### src/design/gcs_pkg.sv
// Package for the glitch-free two-input clock switchover: states, pin bundle, counts.
// Assumes a single 100 MHz sampling clock and input clocks far slower than it.
package gcs_pkg;

    localparam int unsigned CLK_MHZ          = 100;
    localparam int unsigned CLK_PERIOD_NS    = 10;

    // Power-on hold: 12 ms per microfarad of delay capacitance
    localparam int unsigned POR_MS_PER_UF    = 12;
    localparam int unsigned POR_CAP_UF       = 1;
    localparam int unsigned POR_HOLD_MS      = POR_MS_PER_UF * POR_CAP_UF;
    localparam int unsigned POR_HOLD_CYCLES  = POR_HOLD_MS * 1000 * CLK_MHZ;

    // Pulse counts of each switchover phase; their sum stays far below 17
    localparam logic [2:0]  DRAIN_PULSES     = 3'h3;
    localparam logic [2:0]  HIGH_PULSES      = 3'h3;
    localparam logic [2:0]  LOW_PULSES       = 3'h3;
    localparam logic [4:0]  SWITCH_LIMIT     = 5'h11;

    // Sample cycles without an edge after which an input counts as stopped
    localparam logic [4:0]  STOP_CYCLES      = 5'h10;

    localparam logic        OUT_RESET        = 1'b0;
    localparam logic        CUR_RESET        = 1'b0;

    typedef enum logic [4:0] {
        ST_POR   = 5'h01,
        ST_RUN   = 5'h02,
        ST_DRAIN = 5'h04,
        ST_HIGH  = 5'h08,
        ST_LOW   = 5'h10
    } gcs_state_t;

    typedef struct packed {
        logic sel;
        logic cap;
        logic amp1;
        logic amp0;
        logic lvl1;
        logic lvl0;
    } gcs_pins_t;

endpackage

### src/design/gcs_sync.sv
// Two-flop synchroniser for a bundle of asynchronous level inputs.
// Assumes each bit is a level; no bit is read between the two stages.
`timescale 1ns/1ps
module gcs_sync #(
    parameter int W = 1
) (
    input  wire logic         i_clk,
    input  wire logic         i_reset_n,
    input  wire logic [W-1:0] i_d,
    output logic      [W-1:0] o_q
);
    logic [W-1:0] meta_q;
    logic [W-1:0] sync_q;

    always_ff @(posedge i_clk or negedge i_reset_n) begin
        if (!i_reset_n) begin
            meta_q <= '0;
            sync_q <= '0;
        end else begin
            meta_q <= i_d;
            sync_q <= meta_q;
        end
    end

    assign o_q = sync_q;
endmodule

### src/design/gcs_switchover.sv
// Glitch-free two-input clock selector with fail-safe hold and power-on hold.
// Input clocks, select, bypass strap and amplitude flags are sampled by i_clk.
`timescale 1ns/1ps

module gcs_switchover #(
    parameter int unsigned P_POR_CYCLES = gcs_pkg::POR_HOLD_CYCLES
) (
    input  wire logic i_clk,
    input  wire logic i_reset_n,
    input  wire logic i_clock_in_zero,
    input  wire logic i_clock_in_one,
    input  wire logic i_amp_ok_zero,
    input  wire logic i_amp_ok_one,
    input  wire logic i_select,
    input  wire logic i_delay_cap_pin,
    output logic      o_clock_out,
    output logic      o_active_input,
    output logic      o_switching,
    output logic      o_ready
);
    logic                rst_meta_q;
    logic                rst_sync_q;
    logic                rst_n;
    gcs_pkg::gcs_pins_t  pins_raw;
    gcs_pkg::gcs_pins_t  pins_s;
    logic [1:0]          lvl_s;
    logic [1:0]          amp_s;
    logic [1:0]          prev_lvl_q;
    logic [1:0]          rise;
    logic [1:0]          fall;
    logic [4:0]          idle_q [2];
    logic [4:0]          idle_d [2];
    gcs_pkg::gcs_state_t state_q;
    gcs_pkg::gcs_state_t state_d;
    logic                cur_q;
    logic                cur_d;
    logic                out_q;
    logic                out_d;
    logic [2:0]          pcnt_q;
    logic [2:0]          pcnt_d;
    logic [31:0]         por_q;
    logic [31:0]         por_d;
    logic                busy_q;
    logic                ready_q;
    logic                cur_lvl;
    logic                cur_ok;
    logic                tgt_fall;
    logic                bypass;

    // Reset asserts at once and releases through two flops
    always_ff @(posedge i_clk or negedge i_reset_n) begin
        if (!i_reset_n) begin
            rst_meta_q <= 1'b0;
            rst_sync_q <= 1'b0;
        end else begin
            rst_meta_q <= 1'b1;
            rst_sync_q <= rst_meta_q;
        end
    end
    assign rst_n = rst_sync_q;

    assign pins_raw = '{sel:  i_select,
                        cap:  i_delay_cap_pin,
                        amp1: i_amp_ok_one,
                        amp0: i_amp_ok_zero,
                        lvl1: i_clock_in_one,
                        lvl0: i_clock_in_zero};

    gcs_sync #(
        .W ($bits(gcs_pkg::gcs_pins_t))
    ) u_sync (
        .i_clk     (i_clk),
        .i_reset_n (rst_n),
        .i_d       (pins_raw),
        .o_q       (pins_s)
    );

    function automatic logic pick(input logic idx, input logic [1:0] v);
        pick = idx ? v[1] : v[0];
    endfunction

    assign lvl_s    = {pins_s.lvl1, pins_s.lvl0};
    assign amp_s    = {pins_s.amp1, pins_s.amp0};
    assign rise     = lvl_s & ~prev_lvl_q;
    assign fall     = prev_lvl_q & ~lvl_s;
    assign bypass   = pins_s.cap;
    assign cur_lvl  = pick(cur_q, lvl_s);
    // A slowly failing but still toggling input keeps cur_ok high and passes as is
    assign cur_ok   = pick(cur_q, amp_s) && (idle_q[cur_q] != gcs_pkg::STOP_CYCLES);
    assign tgt_fall = pick(~cur_q, fall);

    always_comb begin
        for (int i = 0; i < 2; i++) begin
            if (rise[i] || fall[i]) begin
                idle_d[i] = 5'h00;
            end else if (idle_q[i] == gcs_pkg::STOP_CYCLES) begin
                idle_d[i] = idle_q[i];
            end else begin
                idle_d[i] = idle_q[i] + 5'h01;
            end
        end
    end

    always_comb begin
        state_d = state_q;
        cur_d   = cur_q;
        out_d   = out_q;
        pcnt_d  = pcnt_q;
        por_d   = por_q;
        case (state_q)
            gcs_pkg::ST_POR: begin
                out_d = 1'b0;
                if (por_q >= 32'(P_POR_CYCLES - 1)) begin
                    state_d = gcs_pkg::ST_RUN;
                    cur_d   = pins_s.sel;
                end else begin
                    por_d = por_q + 32'h1;
                end
            end
            gcs_pkg::ST_RUN: begin
                if (bypass) begin
                    cur_d = pins_s.sel;
                    out_d = pick(pins_s.sel, lvl_s);
                end else if (pins_s.sel != cur_q) begin
                    pcnt_d = 3'h0;
                    if (cur_ok) begin
                        state_d = gcs_pkg::ST_DRAIN;
                        out_d   = cur_lvl;
                    end else if (out_q) begin
                        state_d = gcs_pkg::ST_HIGH;
                    end else begin
                        state_d = gcs_pkg::ST_LOW;
                    end
                end else begin
                    out_d = cur_ok ? cur_lvl : out_q;
                end
            end
            gcs_pkg::ST_DRAIN: begin
                if (!cur_ok) begin
                    // Source died mid-drain: finish as a failed-source switchover
                    pcnt_d  = 3'h0;
                    state_d = out_q ? gcs_pkg::ST_HIGH : gcs_pkg::ST_LOW;
                end else if (pick(cur_q, fall)) begin
                    out_d = 1'b0;
                    if (pcnt_q == gcs_pkg::DRAIN_PULSES - 3'h1) begin
                        pcnt_d  = 3'h0;
                        state_d = gcs_pkg::ST_LOW;
                    end else begin
                        pcnt_d = pcnt_q + 3'h1;
                    end
                end else begin
                    out_d = cur_lvl;
                end
            end
            gcs_pkg::ST_HIGH: begin
                out_d = 1'b1;
                // Leaving only on a target fall keeps the high part over half a period
                if (tgt_fall) begin
                    if (pcnt_q == gcs_pkg::HIGH_PULSES - 3'h1) begin
                        pcnt_d  = 3'h0;
                        out_d   = 1'b0;
                        state_d = gcs_pkg::ST_LOW;
                    end else begin
                        pcnt_d = pcnt_q + 3'h1;
                    end
                end
            end
            gcs_pkg::ST_LOW: begin
                out_d = 1'b0;
                if (tgt_fall) begin
                    if (pcnt_q == gcs_pkg::LOW_PULSES - 3'h1) begin
                        pcnt_d  = 3'h0;
                        cur_d   = ~cur_q;
                        state_d = gcs_pkg::ST_RUN;
                    end else begin
                        pcnt_d = pcnt_q + 3'h1;
                    end
                end
            end
            default: begin
                state_d = gcs_pkg::ST_POR;
            end
        endcase
    end

    always_ff @(posedge i_clk or negedge rst_n) begin
        if (!rst_n) begin
            prev_lvl_q <= 2'h0;
            idle_q[0]  <= 5'h00;
            idle_q[1]  <= 5'h00;
            state_q    <= gcs_pkg::ST_POR;
            cur_q      <= gcs_pkg::CUR_RESET;
            out_q      <= gcs_pkg::OUT_RESET;
            pcnt_q     <= 3'h0;
            por_q      <= 32'h0;
            busy_q     <= 1'b0;
            ready_q    <= 1'b0;
        end else begin
            prev_lvl_q <= lvl_s;
            idle_q[0]  <= idle_d[0];
            idle_q[1]  <= idle_d[1];
            state_q    <= state_d;
            cur_q      <= cur_d;
            out_q      <= out_d;
            pcnt_q     <= pcnt_d;
            por_q      <= por_d;
            busy_q     <= (state_d != gcs_pkg::ST_RUN) && (state_d != gcs_pkg::ST_POR);
            ready_q    <= (state_d != gcs_pkg::ST_POR);
        end
    end

    assign o_clock_out    = out_q;
    assign o_active_input = cur_q;
    assign o_switching    = busy_q;
    assign o_ready        = ready_q;

    // Target edges counted during a switchover, for the latency bound
    logic [4:0] tgt_edges_q;
    always_ff @(posedge i_clk or negedge rst_n) begin
        if (!rst_n) begin
            tgt_edges_q <= 5'h00;
        end else if (state_q == gcs_pkg::ST_RUN || state_q == gcs_pkg::ST_POR) begin
            tgt_edges_q <= 5'h00;
        end else if (pick(~cur_q, rise) && tgt_edges_q != 5'h1f) begin
            tgt_edges_q <= tgt_edges_q + 5'h01;
        end
    end

    wire run_req = (state_q == gcs_pkg::ST_RUN) && !bypass && (pins_s.sel != cur_q);
endmodule

### config.mk
export PLATFORM = sky130hd
export DESIGN_NAME = gcs_switchover
export DESIGN_NICKNAME = d
export VERILOG_FILES = /design/src/design/gcs_pkg.sv /design/src/design/gcs_sync.sv /design/src/design/gcs_switchover.sv
export SDC_FILE = /design/constraint.sdc
export NUM_CORES = 1
export LEC_CHECK = 0
export ABC_CLOCK_PERIOD_IN_PS = 2960
export BUFFER_PORTS_ARGS = -buffer_cell sky130_fd_sc_hd__buf_2
export CORE_MARGIN = 4
export CORE_UTILIZATION = 55
export CTS_CLUSTER_SIZE = 16
export DETAILED_ROUTE_END_ITERATION = 12
export PLACE_DENSITY_LB_ADDON = 0.3
export RECOVER_POWER = 25
export SKIP_LAST_GASP = 1
export SYNTH_ARGS = -nofsm -noshare
export SYNTH_HDL_FRONTEND = slang
export SYNTH_SLANG_ARGS = --single-unit
### constraint.sdc
create_clock -name i_clk -period 2.96 [get_ports i_clk]
set_input_delay 0.592 -clock i_clk [delete_from_list [all_inputs] [get_ports i_clk]]
set_output_delay 0.592 -clock i_clk [all_outputs]
set_load 0.005 [all_outputs]
==> impl_metrics.py <==
metrics = {
    "sta": {
        "timing.final.crit_period_ps": 2300,
        "setup_violations": 0,
        "fmaxAchievable_ghz": 0.436,
        "rsz0062_at_grt": "false",
        "finalCritPeriodShare": 0.776,
        "worst_slew_pin_slew_ps": 1800,
        "slew_viol_final": 49,
        "setup_tns_ps": 0,
        "hold_viol": 0,
        "skew_ps": 14.8,
        "slew_headroom": -0.203,
    },
    "outcome": {
        "violations": "capacitance limit, slew limit",
        "outcome": "finished with violations",
    },
    "clock_network": {
        "cts_tree": "yes",
        "h-tree-depth": 3,
        "clkTransAtPathRegs_ps": 90,
        "root_buffer": "clkbuf_8",
        "cts.sinks": 70,
        "numCtsBuffers": 9,
        "post_cts_buffers": 0,
        "insertion_delay_ps": 350,
        "ctsLongestPathBuffers": 2,
    },
    "setup_path": {
        "criticalPathCategory": "flop to flop",
        "crit_required_ps": 3260,
        "start_kind": "flop",
        "cp-end-kind": "flop",
        "cp_max_fo": 13,
        "arrival_ps": 2590,
    },
    "pwr": {
        "p_clk_frac": 0.420,
        "seq_power_share": 0.540,
        "vdd_drop_max_v": 0.000337,
        "p_leak_nw": 1.73,
        "powerDensity_nw_per_um2": 519,
        "switching_share": 0.233,
        "intPower_mw": 1.43,
        "pwr-share-comb": 0.040,
        "power.switching_uw": 436,
    },
    "drt": {
        "wl_met3_um": 288,
        "vias": 2221,
        "first_pass_iters": 4,
        "top_layer": "met4",
        "drc_errors": 0,
        "met1_length_um": 2810,
        "avgViaCountPerCell": 5.72,
        "drtIter0Drc": 150,
        "wire_per_inst_um": 14.4,
        "wl_um": 5600,
        "wl_met2_um": 2450,
        "antenna_left": 0,
    },
    "place": {
        "place_inst": 371,
        "numPortBuffers": 11,
        "dpl.hpwl_um": 3860,
        "routabilityCongestion": 0.893,
    },
    "global_routing": {
        "overflow": 0,
        "grt_pass1_vias": 2194,
        "grt_pass1_wl_um": 10200,
        "grt_max_degree": 49,
        "antenna_found_initial": 0,
        "grt_usage": 0.178,
    },
    "synthesis": {
        "ys_types": 56,
        "ys_async_sr_fraction": 1.00,
        "synth_cells": 305,
        "synth_compound_area_frac": 0.120,
        "synth_adder_area_share": 0.0265,
        "synth_seq_cells": 70,
        "synth_top_family_by_area": "simple AND/OR/NAND/NOR gates",
        "synth-edff-count": 0,
        "synth.area.mux_share": 0.0284,
        "synthXorXnorAreaFrac": 0.0716,
        "ys_warn_count": 0,
        "synth_ff_type": "dfrtp_1",
        "synth-simple-area-share": 0.183,
        "avgSynthCellArea_um2": 10.8,
        "seq_area_frac_synth": 0.531,
        "syn-num-nets": 320,
        "syn-cell-area_um2": 3300,
    },
    "min_path": {
        "hp-class": "input pin to flop",
    },
    "floorplan": {
        "die_h_um": 85.5,
        "start_util": 0.582,
        "num_rows": 27,
        "die-area_um2": 7310,
        "die_w_um": 85.5,
        "pin_count": 12,
        "fp.coreArea_um2": 5680,
    },
    "finish": {
        "syn_to_final_growth_pct": 8.90,
        "drive_gt1_frac": 0.130,
        "nNetsFinal": 326,
        "n_antenna_cell": 0,
        "fin_cells": 388,
    },
    "flow_run": {
        "drv_cap": 1,
    },
}
logic make-up after synthesis:
kind of cell | Yosys count
AOI/OAI and AO/OA | 51
xor gates and xnor gates | 27
adders and majority gates | 7
buffers and inverters | 32
DFF | 70
muxes | 9
other | 1
and+or+nand+nor | 108
sequential cells by signal, indices dropped and copies added (netlist names):
register / flops
por_q: 32
idle_q: 10
u_sync.meta_q: 6
u_sync.o_q: 6
state_q: 5
pcnt_q: 3
prev_lvl_q: 2
o_active_input: 1
o_clock_out: 1
o_ready: 1
o_switching: 1
rst_meta_q: 1
rst_n: 1
cell usage in the layout, fill, tap and decap left out, types with 4 or more instances in the layout:
cell type | netlist | routed
nand3_1 | 11 | 11
nand2b_1 | 4 | 4
nor3_1 | 19 | 19
nand2_1 | 21 | 21
xor2_1 | 18 | 18
and2_0 | 1 | 4
clkbuf_8 | 0 | 10
a21oi_1 | 6 | 6
nor2_1 | 11 | 11
nand4_1 | 8 | 8
ha_1 | 7 | 7
inv_1 | 12 | 12
xnor2_1 | 9 | 9
and2_1 | 10 | 7
buf_2 | 1 | 10
o211ai_1 | 8 | 8
mux2i_1 | 6 | 6
o21ai_0 | 10 | 10
dfrtp_1 | 69 | 69
power groups by stage:
stage | sequential (mW) | combinational [mW] | clock (mW)
floorplan | 1.02 | 0.0521 | 0
detailed placement | 1.03 | 0.0751 | 0
global placement | 1.03 | 0.0724 | 0
finish | 1.01 | 0.0746 | 0.783
CTS | 1.01 | 0.0766 | 0.814
global route | 1.01 | 0.0906 | 0.870
routing by layer:
layer  vias up  GRT usage
met5         -          0
met4         0     0.0619
met3         4     0.0709
met2        54      0.242
met1      1072      0.256
li1       1091          -
per-stage QoR:
stage	total power, mW	util	area, µm²	hold slack (ps)	worst slack [ps]
global placement	1.10	0.597	3390	333	703
global route	1.97	0.634	3600	318	496
detailed placement	1.10	0.597	3390	336	663
finish	1.87	0.634	3600	350	664
floorplan	1.08	-	3300	296	868
CTS	1.90	0.635	3600	328	645
worst paths after layout:
kind	depth (start not counted)	startpoint	to	slack, ps
worst max register to register	6	por_q[22]$_DFFE_PN0P_	por_q[20]$_DFFE_PN0P_	660
max in group asynchronous	1	rst_n$_DFF_PN0_	por_q[30]$_DFFE_PN0P_	1110
worst min register to register	0	rst_meta_q$_DFF_PN0_	rst_n$_DFF_PN0_	350
min in group asynchronous	2	i_reset_n	rst_meta_q$_DFF_PN0_	550
worst min-delay path	1	i_clock_in_one	u_sync.meta_q[1]$_DFF_PN0_	350
worst max-delay path	6	por_q[22]$_DFFE_PN0P_	por_q[20]$_DFFE_PN0P_	660
cell type report:
cell class | count | area [µm²]
clock buffers | 10 | 138
multi-input cells | 203 | 1420
well taps | 72 | 90.1
flip-flops and latches | 70 | 1750
fillers | 447 | 2080
inverters | 12 | 45.0
repair buffers | 15 | 82.6
clock inverters | 6 | 67.6
repair_timing:
item | in CTS | in global routing
endpoints found under the hold margin | 2 | 0
hold buffers | 1 | 0
gates resized for setup | 0 | 0
cell usage after synthesis (2+ instances only):
library cell	number	share of area
nand4_1	8	0.015
nand3_1	11	0.017
nand2_1	21	0.024
mux2_2	3	0.010
xor2_1	18	0.048
o211ai_1	8	0.018
inv_1	12	0.014
a41o_1	3	0.0091
nand2b_1	4	0.0076
a21o_1	2	0.0045
and3_1	3	0.0057
nor3_1	19	0.029
o21a_1	2	0.0045
dfrtp_1	69	0.52
a21oi_1	6	0.0091
or3_1	2	0.0038
ha_1	7	0.027
nor2_1	11	0.013
a211o_1	2	0.0053
nor2b_1	3	0.0057
o21ai_0	10	0.015
a31oi_1	2	0.0038
o2111ai_1	3	0.0080
mux2i_1	6	0.018
clkbuf_1	17	0.019
xnor2_1	9	0.024
and2_1	10	0.019
o211a_1	2	0.0061
nor4_1	2	0.0038
and4_1	3	0.0080
nor4_2	2	0.0076
worst max-delay path: stages (launching register included):
cell,delay [ps]
dfrtp_1,380
or4_4,540
a2111oi_4,310
o211ai_2,260
buf_4,260
nor3_1,280
a41o_1,210
Note: power is estimated with default switching activity, not from simulation.
